File: src/hdl/wdoc_defines.vh
// Register map, field positions, codes and reset values of the watchdog
`ifndef WDOC_DEFINES_VH
`define WDOC_DEFINES_VH
`define WDOC_OFF_MODE 12'h000
`define WDOC_OFF_CMD 12'h004
`define WDOC_OFF_NMIFLG 12'h008
`define WDOC_OFF_IRQ_STAT 12'h00C
`define WDOC_OFF_IRQ_MASK 12'h010
`define WDOC_OFF_CNT 12'h014
`define WDOC_BIT_EN 7
`define WDOC_BIT_PER_HI 6
`define WDOC_BIT_PER_LO 4
`define WDOC_BIT_IDLE 2
`define WDOC_BIT_RSEL 1
`define WDOC_MODE_RST 8'h82
`define WDOC_CODE_CLEAR 8'h4E
`define WDOC_CODE_DISABLE 8'hB1
`define WDOC_RST_STATES 6'h20
`define WDOC_CNT_W 25
`define WDOC_EXP_P0 5'h0F
`define WDOC_EXP_P1 5'h11
`define WDOC_EXP_P2 5'h13
`define WDOC_EXP_P3 5'h15
`define WDOC_EXP_P4 5'h17
`define WDOC_EXP_P5 5'h19
`endif

File: src/hdl/wdoc_top.v
// Watchdog timer with overflow interrupt or chip reset, APB register slave
`timescale 1ns/100ps
// Function
// - Overflow with reset-select 0 raises NMI
// - Interrupt sets watchdog flag in NMI flags
// - Timeout low with interrupt, high on clear
// - Overflow with reset-select 1: 32-cycle reset
// - Watchdog reset forces undivided oscillator clocking
// - Period select resets to 000
// - Enable bit resets to 1
// - Clear enable then code B1 disables
// - Writing enable 1 alone re-enables
// - Reset-select resets to 1
// - Clear code 4E zeroes and restarts counter
// - Period 011 overflows after 2^21 clocks
// - Periods 2^15..2^25; codes 110/111 prohibited
// - In idle, count only if idle bit set
// - Counter halts during debug mode
// - Binary counter driven by system clock
`include "wdoc_defines.vh"
module wdoc_top #(
  parameter CNT_W = `WDOC_CNT_W
) (
  input wire SYS_CLK,
  input wire SYS_RST,
  input wire PSEL,
  input wire PENABLE,
  input wire PWRITE,
  input wire [11:0] PADDR,
  input wire [31:0] PWDATA,
  output reg [31:0] PRDATA,
  output reg PREADY,
  output reg PSLVERR,
  input wire IDLE_MODE,
  input wire DEBUG_HALT,
  output reg WATCHDOG_INTERRUPT,
  output reg TIMEOUT_OUTPUT_N,
  output reg CHIP_RESET,
  output reg CLOCK_GEAR_INIT,
  output reg IRQ
);
  localparam [1:0] ST_RUN = 2'h0;
  localparam [1:0] ST_OFF = 2'h1;
  localparam [1:0] ST_RST = 2'h2;

  reg [1:0] state_q;
  reg [1:0] state_d;
  reg [7:0] mode_q;
  reg [7:0] mode_d;
  reg [CNT_W-1:0] cnt_q;
  reg [CNT_W-1:0] cnt_d;
  reg nmi_flag_q;
  reg nmi_flag_d;
  reg [1:0] stat_q;
  reg [1:0] stat_d;
  reg [1:0] mask_q;
  reg [1:0] mask_d;
  reg [5:0] rst_cnt_q;
  reg [5:0] rst_cnt_d;
  reg int_d;
  reg tmo_n_d;
  reg chip_rst_d;
  reg gear_d;
  reg pready_d;
  reg [31:0] prdata_d;
  reg pslverr_d;
  reg irq_d;
  reg [31:0] rd_d;
  reg hit_d;

  wire [2:0] per;
  wire enable;
  wire idle_run;
  wire rsel;
  wire acc;
  wire wr;
  wire wr_mode;
  wire wr_cmd;
  wire wr_nmi;
  wire wr_stat;
  wire wr_mask;
  wire clr_code;
  wire dis_code;
  wire stretch;
  wire armed;
  wire running;
  wire per_ok;
  wire [CNT_W-1:0] lim;
  wire ovf;
  wire ev_irq;
  wire ev_rst;

  // Address match for one register word
  function reg_sel;
    input [11:0] addr;
    input [11:0] off;
    begin
      reg_sel = (addr == off);
    end
  endfunction

  // Overflow exponent per period code; prohibited codes give none
  function [4:0] ovf_exp;
    input [2:0] code;
    begin
      case (code)
        3'h0: ovf_exp = `WDOC_EXP_P0;
        3'h1: ovf_exp = `WDOC_EXP_P1;
        3'h2: ovf_exp = `WDOC_EXP_P2;
        3'h3: ovf_exp = `WDOC_EXP_P3;
        3'h4: ovf_exp = `WDOC_EXP_P4;
        3'h5: ovf_exp = `WDOC_EXP_P5;
        default: ovf_exp = 5'h00;
      endcase
    end
  endfunction

  // Terminal count: low exponent bits all ones
  function [CNT_W-1:0] term_cnt;
    input [2:0] code;
    integer i;
    begin
      term_cnt = {CNT_W{1'b0}};
      for (i = 0; i < CNT_W; i = i + 1) begin
        if (i < ovf_exp(code))
          term_cnt[i] = 1'b1;
      end
    end
  endfunction

  assign per = mode_q[`WDOC_BIT_PER_HI:`WDOC_BIT_PER_LO];
  assign enable = mode_q[`WDOC_BIT_EN];
  assign idle_run = mode_q[`WDOC_BIT_IDLE];
  assign rsel = mode_q[`WDOC_BIT_RSEL];
  assign acc = PSEL & PENABLE & ~PREADY;
  assign wr = acc & PWRITE;
  assign wr_mode = wr & reg_sel(PADDR, `WDOC_OFF_MODE);
  assign wr_cmd = wr & reg_sel(PADDR, `WDOC_OFF_CMD);
  assign wr_nmi = wr & reg_sel(PADDR, `WDOC_OFF_NMIFLG);
  assign wr_stat = wr & reg_sel(PADDR, `WDOC_OFF_IRQ_STAT);
  assign wr_mask = wr & reg_sel(PADDR, `WDOC_OFF_IRQ_MASK);
  assign clr_code = wr_cmd & (PWDATA[7:0] == `WDOC_CODE_CLEAR);
  assign dis_code = wr_cmd & (PWDATA[7:0] == `WDOC_CODE_DISABLE) & ~enable;
  assign stretch = (state_q == ST_RST);
  assign armed = (state_q == ST_RUN);
  assign running = armed & ~DEBUG_HALT & (~IDLE_MODE | idle_run);
  assign per_ok = (per < 3'h6);
  assign lim = term_cnt(per);
  assign ovf = running & per_ok & ((cnt_q & lim) == lim);
  assign ev_irq = ovf & ~rsel;
  assign ev_rst = ovf & rsel;

  // Run, disabled, or stretching a watchdog reset
  always @* begin
    state_d = state_q;
    rst_cnt_d = rst_cnt_q;
    case (state_q)
      ST_RUN: begin
        if (ev_rst) begin
          state_d = ST_RST;
          rst_cnt_d = `WDOC_RST_STATES;
        end else if (dis_code) begin
          state_d = ST_OFF;
        end
      end
      ST_OFF: begin
        if (wr_mode & PWDATA[`WDOC_BIT_EN])
          state_d = ST_RUN;
      end
      ST_RST: begin
        rst_cnt_d = rst_cnt_q - 6'h01;
        if (rst_cnt_q == 6'h01)
          state_d = ST_RUN;
      end
      default: begin
        state_d = ST_RUN;
        rst_cnt_d = 6'h00;
      end
    endcase
  end

  // Watchdog reset reinitialises control state, not the stretch itself
  always @* begin
    mode_d = mode_q;
    nmi_flag_d = nmi_flag_q;
    mask_d = mask_q;
    if (stretch) begin
      mode_d = `WDOC_MODE_RST;
      nmi_flag_d = 1'b0;
      mask_d = 2'h0;
    end else begin
      if (wr_mode) begin
        mode_d[`WDOC_BIT_EN] = PWDATA[`WDOC_BIT_EN];
        mode_d[`WDOC_BIT_PER_HI:`WDOC_BIT_PER_LO] = PWDATA[`WDOC_BIT_PER_HI:`WDOC_BIT_PER_LO];
        mode_d[`WDOC_BIT_IDLE] = PWDATA[`WDOC_BIT_IDLE];
        mode_d[`WDOC_BIT_RSEL] = PWDATA[`WDOC_BIT_RSEL];
      end
      // Set wins over a clear-by-one in the same cycle
      if (ev_irq)
        nmi_flag_d = 1'b1;
      else if (wr_nmi & PWDATA[0])
        nmi_flag_d = 1'b0;
      if (wr_mask)
        mask_d = PWDATA[1:0];
    end
  end

  // Counter and overflow events
  always @* begin
    cnt_d = cnt_q;
    stat_d = stat_q;
    tmo_n_d = TIMEOUT_OUTPUT_N;
    int_d = 1'b0;
    if (stretch) begin
      cnt_d = {CNT_W{1'b0}};
      stat_d = 2'h0;
      tmo_n_d = 1'b1;
    end else begin
      if (clr_code | dis_code | ~armed | ovf)
        cnt_d = {CNT_W{1'b0}};
      else if (running)
        cnt_d = cnt_q + 1'b1;
      if (ev_irq)
        tmo_n_d = 1'b0;
      else if (clr_code)
        tmo_n_d = 1'b1;
      int_d = ev_irq;
      if (wr_stat)
        stat_d = stat_q & ~PWDATA[1:0];
      stat_d = stat_d | {ev_rst, ev_irq};
    end
  end

  // Reset pulse covers the event cycle plus all but the last stretch cycle
  always @* begin
    chip_rst_d = ev_rst | (rst_cnt_q > 6'h01);
    gear_d = ev_rst;
  end

  // Read mux
  always @* begin
    rd_d = 32'h0000_0000;
    hit_d = 1'b1;
    case (PADDR)
      `WDOC_OFF_MODE: rd_d = {24'h000000, mode_q};
      `WDOC_OFF_CMD: rd_d = 32'h0000_0000;
      `WDOC_OFF_NMIFLG: rd_d = {31'h0, nmi_flag_q};
      `WDOC_OFF_IRQ_STAT: rd_d = {30'h0, stat_q};
      `WDOC_OFF_IRQ_MASK: rd_d = {30'h0, mask_q};
      `WDOC_OFF_CNT: rd_d = {{(32-CNT_W){1'b0}}, cnt_q};
      default: hit_d = 1'b0;
    endcase
  end

  // One wait state: answer comes the cycle after the access phase opens
  always @* begin
    pready_d = acc;
    prdata_d = 32'h0000_0000;
    if (acc & ~PWRITE)
      prdata_d = rd_d;
    pslverr_d = acc & ~hit_d;
    irq_d = |(stat_q & mask_q);
  end

  // Stretch state survives its own reset so it can finish
  always @(posedge SYS_CLK) begin
    if (SYS_RST) begin
      state_q <= ST_RUN;
      rst_cnt_q <= 6'h00;
    end else begin
      state_q <= state_d;
      rst_cnt_q <= rst_cnt_d;
    end
  end

  always @(posedge SYS_CLK) begin
    if (SYS_RST) begin
      mode_q <= `WDOC_MODE_RST;
    end else begin
      mode_q <= mode_d;
    end
  end

  always @(posedge SYS_CLK) begin
    if (SYS_RST) begin
      nmi_flag_q <= 1'b0;
    end else begin
      nmi_flag_q <= nmi_flag_d;
    end
  end

  always @(posedge SYS_CLK) begin
    if (SYS_RST) begin
      mask_q <= 2'h0;
    end else begin
      mask_q <= mask_d;
    end
  end

  always @(posedge SYS_CLK) begin
    if (SYS_RST) begin
      cnt_q <= {CNT_W{1'b0}};
    end else begin
      cnt_q <= cnt_d;
    end
  end

  always @(posedge SYS_CLK) begin
    if (SYS_RST) begin
      stat_q <= 2'h0;
    end else begin
      stat_q <= stat_d;
    end
  end

  always @(posedge SYS_CLK) begin
    if (SYS_RST) begin
      TIMEOUT_OUTPUT_N <= 1'b1;
      WATCHDOG_INTERRUPT <= 1'b0;
    end else begin
      TIMEOUT_OUTPUT_N <= tmo_n_d;
      WATCHDOG_INTERRUPT <= int_d;
    end
  end

  always @(posedge SYS_CLK) begin
    if (SYS_RST) begin
      CHIP_RESET <= 1'b0;
      CLOCK_GEAR_INIT <= 1'b0;
    end else begin
      CHIP_RESET <= chip_rst_d;
      CLOCK_GEAR_INIT <= gear_d;
    end
  end

  always @(posedge SYS_CLK) begin
    if (SYS_RST) begin
      PREADY <= 1'b0;
      PRDATA <= 32'h0000_0000;
      PSLVERR <= 1'b0;
    end else begin
      PREADY <= pready_d;
      PRDATA <= prdata_d;
      PSLVERR <= pslverr_d;
    end
  end

  always @(posedge SYS_CLK) begin
    if (SYS_RST) begin
      IRQ <= 1'b0;
    end else begin
      IRQ <= irq_d;
    end
  end
endmodule

File: config.mk
export PLATFORM = sky130hd
export DESIGN_NAME = wdoc_top
export DESIGN_NICKNAME = d
export VERILOG_FILES = /design/src/hdl/wdoc_top.v
export VERILOG_INCLUDE_DIRS = /design/src /design/src/hdl
export SDC_FILE = /design/constraint.sdc
export NUM_CORES = 1
export LEC_CHECK = 0
export BUFFER_PORTS_ARGS = -buffer_cell sky130_fd_sc_hd__buf_2
export CORE_AREA = 2 2 129 99
export CTS_BUF_LIST = sky130_fd_sc_hd__clkbuf_2
export DETAILED_ROUTE_END_ITERATION = 16
export DIE_AREA = 0 0 131 101
export GPL_TIMING_DRIVEN = 0
export PLACE_DENSITY = 0.57
export SETUP_SLACK_MARGIN = 0.3
export SKIP_CTS_REPAIR_TIMING = 1
export SLEW_MARGIN = 20
export SYNTH_ARGS = -nofsm -noshare
export SYNTH_HDL_FRONTEND = slang
export SYNTH_SLANG_ARGS = --single-unit
File: constraint.sdc
create_clock -name SYS_CLK -period 3.79 [get_ports SYS_CLK]
set_input_delay 0 -clock SYS_CLK [delete_from_list [all_inputs] [get_ports SYS_CLK]]
set_output_delay 0 -clock SYS_CLK [all_outputs]
set_load 0.01 [all_outputs]
# --- Yosys cells after proc, flatten, opt, wreduce, memory -nomap -nowiden ---
# Cells that the tools add are included.
word_totals:
  in_bits: 51
  mem_count: 0
  latchBits: 0
  rom_bits: 0
  out_inout_bits: 39
  register_bits: 83
  ramBits: 0
  elab_cells: 158
op_classes:
  muxes: 41
  n_eq_ne: 20
  n_div: 0
  bitwise_logic: 41
  magnitude_cmp: 27
  addsub: 2
  shifts: 0
  reduce_logical: 12
  n_mul: 0
op_table:
  columns: ["cell", "n"]
  rows:
  - ["$pmux W25 S5", 1]
  - ["$lt A5 B5 Y1 const A", 9]
  - ["$lt A4 B5 Y1 const A", 8]
  - ["$mux W1", 30]
  - ["$pmux W5 S6", 1]
  - ["$add A25 B1 Y25 const B", 1]
  - ["$and A25 B25 Y25", 1]
  - ["$eq A25 B25 Y1", 1]
  - ["$eq A12 B4 Y1 const B", 2]
  - ["$eq A12 B5 Y1 const B", 2]
  - ["$and A1 B1 Y1", 21]
  - ["$lt A3 B5 Y1 const A", 4]
  - ["$pmux W6 S3", 1]
  - ["$eq A12 B3 Y1 const B", 1]
  - ["$logic_not A12 Y1", 1]
  - ["$mux W2", 6]
  - ["$lt A1 B5 Y1 const A", 2]
  - ["$lt A2 B5 Y1 const A", 2]
  - ["$not A1 Y1", 10]
  - ["$eq A8 B7 Y1 const B", 1]
  - ["$eq A8 B8 Y1 const B", 1]
  - ["$eq A3 B2 Y1 const B", 2]
  - ["$eq A3 B3 Y1 const B", 2]
  - ["$eq A6 B1 Y1 const B", 1]
  - ["other kinds (23)", 32]

# --- Depth between registers and ports, before layout ---
depth:
  ltp_word: 10
  depth_mapped: 8
  mapped_depth_nobuf: 7

# --- Least setup slack after synthesis ---
# Ideal clock, no wire load.
synth_path:
  path_type: "reg-to-reg"
  start: "register mode_q[5]"
  end: "register rst_cnt_q[0]"
  t_arrival_ps: 1805
  synth_period_minus_slack_ps: 1938
  setup_ps: 134
  path_stages_with_launch: 9
  setup_slack_ps: 1852
  t_required_ps: 3656
  path_buffers: 1
  cell_sequence: "dfxtp_1 > inv_1 > ha_1 > a21oi_1 > a211oi_1 > nand2_1 > nor3_2 > buf_2 > a31oi_1"
synth_between:
  elab_chain_len: 10
  word_cells_on_any_way: 65
  cone_classes: "order compare: 26; eq/ne: 7; mux: 26; bitwise: 4; reduce/logical: 2"
synth_lines:
  columns: ["item", "line_no", "text"]
  rows:
  - ["start, declared", "wdoc_top.v:48", "reg [7:0] mode_q;"]
  - ["start signal, assigned", "wdoc_top.v:278", "mode_q <= `WDOC_MODE_RST;"]
  - ["start signal, assigned", "wdoc_top.v:280", "mode_q <= mode_d;"]
  - ["$eq A3 B3 Y1, or another cell as far along", "wdoc_top.v:106", "case (code)"]
  - ["$pmux W5 S6", "wdoc_top.v:106", null]
  - ["$lt A1 B5 Y1, or another cell as far along", "wdoc_top.v:125", "if (i < ovf_exp(code))"]
  - ["$mux W1", "wdoc_top.v:125", null]
  - ["$and A25 B25 Y25", "wdoc_top.v:149", "assign ovf = running & per_ok & ((cnt_q & lim) == lim);"]
  - ["$eq A25 B25 Y1", "wdoc_top.v:149", null]
  - ["$and A1 B1 Y1 (*)", "wdoc_top.v:149", null]
  - ["$and A1 B1 Y1 (*)", "wdoc_top.v:151", "assign ev_rst = ovf & rsel;"]
  - ["$ne A2 B1 Y1 (no line) (*)", null, null]
  - ["$reduce_and A2 Y1 (no line) (*)", null, null]
  - ["end signal, assigned", "wdoc_top.v:272", "rst_cnt_q <= rst_cnt_d;"]
  - ["end, declared", "wdoc_top.v:58", "reg [5:0] rst_cnt_q;"]
# Every way passes the cells marked *; elsewhere a longest branch is shown, timed or not.
# A chain may end at the register's enable or synchronous reset.

# --- Final worst setup path ---
# Ends and elaborated chain as after synthesis.

==> results.sh <==
export IMPL_worst_path_buf_inv=2
export IMPL_layout_common_cells="76 x dfxtp_1, 61 x buf_2, 39 x nor3_1, 33 x nand2_1, 28 x nor2_1"
export IMPL_worstSetupEndpointType="flip-flop"
export IMPL_critPathLaunchType="flip-flop"
export IMPL_place_area_mm2=0.00403
export IMPL_clock_fmax_mhz=388
export IMPL_cts_root_buf="clkbuf_2"
export IMPL_crit_arrival_ns=3.02
export IMPL_dp_cells=622
export IMPL_layout_commonest_cell="dfxtp_1"
export IMPL_setup_violations=0
export IMPL_grt_pass1_wl_mm=14.4
export IMPL_antenna_found_initial=0
export IMPL_hold_end="TIMEOUT_OUTPUT_N"
export IMPL_crit_slowest_cell="dfxtp_1"
export IMPL_min_period_over_period=0.681
export IMPL_finalHoldViolCount=1
export IMPL_criticalPathCategory="flip-flop to flip-flop"
export IMPL_gp_routability_congestion=0.845
export IMPL_drt_iter0_markers=138
export IMPL_vdd_drop_max_mv=0.121
export IMPL_power_w=0.00134
export IMPL_die_width_um=131
export IMPL_synth_cell_type_count=63
export IMPL_power_leakage_nw=1.67
export IMPL_seq_area_frac_synth=0.431
export IMPL_clock_path_buffers=2
export IMPL_rsz0062_at_grt="no"
export IMPL_slew_violations=0
export IMPL_worst_path_max_fanout=10
export IMPL_h_tree_depth=3
export IMPL_hp_class="input pin to flip-flop"
export IMPL_firstDrtPassIters=4
export IMPL_grt_max_degree=12
export IMPL_worst_skew_pair_late_latency_ns=0.55
export IMPL_r2r_start="mode_q[5]"
export IMPL_viasPerCell=4.76
export IMPL_min_from="PADDR[6]"
export IMPL_dieHeight_um=101
export IMPL_dieArea_mm2=0.0132
export IMPL_tightest_slew_ns=0.634
export IMPL_num_rows=35
export IMPL_drt_wl_total_mm=9.08
export IMPL_reg2regPathDepth=8
export IMPL_design_area_mm2=0.00431
export IMPL_rrSetupSlack_ns=1.21
export IMPL_syn_inst=395
export IMPL_drv_cap=0
export IMPL_failed_checks="hold timing"
export IMPL_slowest_delay_ns=0.58
export IMPL_first_global_vias=2839
export IMPL_finalNonFillerCells=654
export IMPL_setup_tns_ns=0
export IMPL_clk_pin_slew_worst_paths_ns=0.20
export IMPL_numCtsBuffers=9
export IMPL_finalCriticalPeriod_ns=2.58
export IMPL_slew_headroom=0.577
export IMPL_required_ns=4.23
export IMPL_status="finished, violations left"
export IMPL_cts_tree="done"
export IMPL_synth_edf_count=0
export IMPL_numPortBuffers=55
export IMPL_dpl_hpwl_mm=6.64
export IMPL_synth_main_ff_cell="dfxtp_1"
export IMPL_overflow=0
export IMPL_whs_path_depth=6
export IMPL_routed_via_count=3113
export IMPL_holdWs_ns=-0.0199
export IMPL_ys_ff_latch=76
export IMPL_diodes=0
export IMPL_syn_to_final_growth_pct=22.2
export IMPL_synth_area_per_cell_um2=8.93
export IMPL_initial_core_util=0.293
export IMPL_clock_sinks=76
export IMPL_async_flop_share=0
export IMPL_synthesis_area_mm2=0.00353
export IMPL_post_route_cells_drive_above_1_share=0.195
export IMPL_finClkSkew_ns=0.0259
export IMPL_ant_nets=0
export IMPL_drc_errors=0
export IMPL_cp_top_family="simple AND/OR/NAND/NOR gates"
export IMPL_cp_cell_sequence="inv_1 > ha_1 > a21oi_1 > a211oi_1 > nand2_1 > nor3_2 > buf_2 > a31oi_1"
export IMPL_power_density_mw_per_mm2=311
export IMPL_boundaryPins=90
export IMPL_r2r_end="rst_cnt_q[0]"
export IMPL_ys_warn_count=0
export IMPL_fin_nets=543
export IMPL_post_route_util=0.358
export IMPL_routedWlPerCell_um=13.9
export IMPL_core_area_mm2=0.0120
export IMPL_track_usage=0.143
## how the worst max path moves through the flow
| stage | from | endpoint | slack (ns) | depth (start not counted) |
|---|---|---|---|---|
| after floorplan | mode_q[5] | rst_cnt_q[0] | 1.85 | 8 |
| after global placement | mode_q[5] | rst_cnt_q[0] | 1.31 | 8 |
| after detailed placement | mode_q[5] | rst_cnt_q[0] | 1.25 | 8 |
| after CTS | mode_q[5] | rst_cnt_q[0] | 1.22 | 8 |
| after global routing | mode_q[5] | rst_cnt_q[0] | 1.01 | 8 |
| final | mode_q[5] | rst_cnt_q[0] | 1.21 | 8 |
## routing by layer
metal | GRT usage | routed length [µm] | vias to the layer above
met2 | 0.209 | 4010 | 67
met1 | 0.200 | 4460 | 1450
met4 | 0.0385 | 113 | 0
met3 | 0.0467 | 502 | 10
li1 | - | - | 1586
met5 | 0 | 0 | -
## registers in the layout, indices dropped and copies added, names as in the netlist
| register | count |
|---|---|
| TIMEOUT_OUTPUT_N | 1 |
| state_q | 2 |
| CHIP_RESET | 1 |
| mask_q | 2 |
| mode_q | 6 |
| PRDATA | 25 |
| PSLVERR | 1 |
| stat_q | 2 |
| PREADY | 1 |
| IRQ | 1 |
| WATCHDOG_INTERRUPT | 1 |
| cnt_q | 25 |
| nmi_flag_q | 1 |
| CLOCK_GEAR_INIT | 1 |
| rst_cnt_q | 6 |
## worst min-delay path: cells and delay by family
family	cells	cell delay, ns
AO/OA/AOI/OAI	1	0.05
buffers and inverters	1	0.08
AND/OR/NAND/NOR	4	0.37
## synth_stat cells (3+ instances only)
cell / instances / share of area
mux2i_1: 9 / 0.026
nor2_1: 28 / 0.030
nand2b_1: 3 / 0.0053
nand2_1: 33 / 0.035
a21oi_1: 11 / 0.016
and4_1: 5 / 0.012
buf_2: 6 / 0.0085
ha_1: 6 / 0.021
inv_1: 8 / 0.0085
a31oi_1: 3 / 0.0053
nand4_1: 7 / 0.012
and4b_1: 3 / 0.0085
and3_1: 4 / 0.0071
clkbuf_1: 11 / 0.012
buf_4: 7 / 0.015
nand3_1: 14 / 0.020
dfxtp_1: 76 / 0.43
nor3b_1: 3 / 0.0064
nor3_1: 39 / 0.055
nor4_1: 7 / 0.012
a22oi_1: 6 / 0.013
xnor2_1: 22 / 0.055
o211ai_1: 3 / 0.0064
o21ai_0: 9 / 0.013
and2_1: 22 / 0.039
## report_power, final
group | internal (W) | switching, W | leakage (nW)
clock | 0.000137 | 0.000275 | 0.0609
combinational | 0.0000538 | 0.0000566 | 0.997
sequential | 0.000808 | 0.00000883 | 0.613
total | 0.00100 | 0.000340 | 1.67
## metrics by stage
step | setup WS (ns) | hold slack [ns]
2_1_floorplan | 1.85 | 0.128
3_3_place_gp | 1.31 | 0.276
3_5_place_dp | 1.25 | 0.285
4_1_cts | 1.22 | -0.328
5_1_grt | 1.01 | 0.000248
6_report | 1.21 | -0.0199
## logic make-up (layout without fill, tap and decap cells)
family / Yosys count / count (layout) / share of synthesized area
compound gates: 56 / 56 / 0.114
xor+xnor: 24 / 24 / 0.0596
fa+ha+maj: 6 / 6 / 0.0213
buf+inv: 35 / 122 / 0.0475
flops: 76 / 76 / 0.431
mux: 9 / 9 / 0.0255
other cells: 1 / 7 / 0.00106
simple gates: 188 / 188 / 0.300
## layout make-up
| type | count | area (µm²) |
|---|---|---|
| fillers | 1250 | 7730 |
| multi-input cells | 290 | 1860 |
| flip-flops and latches | 76 | 1520 |
| repair buffers | 74 | 465 |
| well taps | 166 | 208 |
| plain buffers | 27 | 138 |
| clock buffers | 9 | 45.0 |
| clock inverters | 4 | 43.8 |
| inverters | 8 | 30.0 |
No activity file was read; power rests on OpenSTA's default activity.
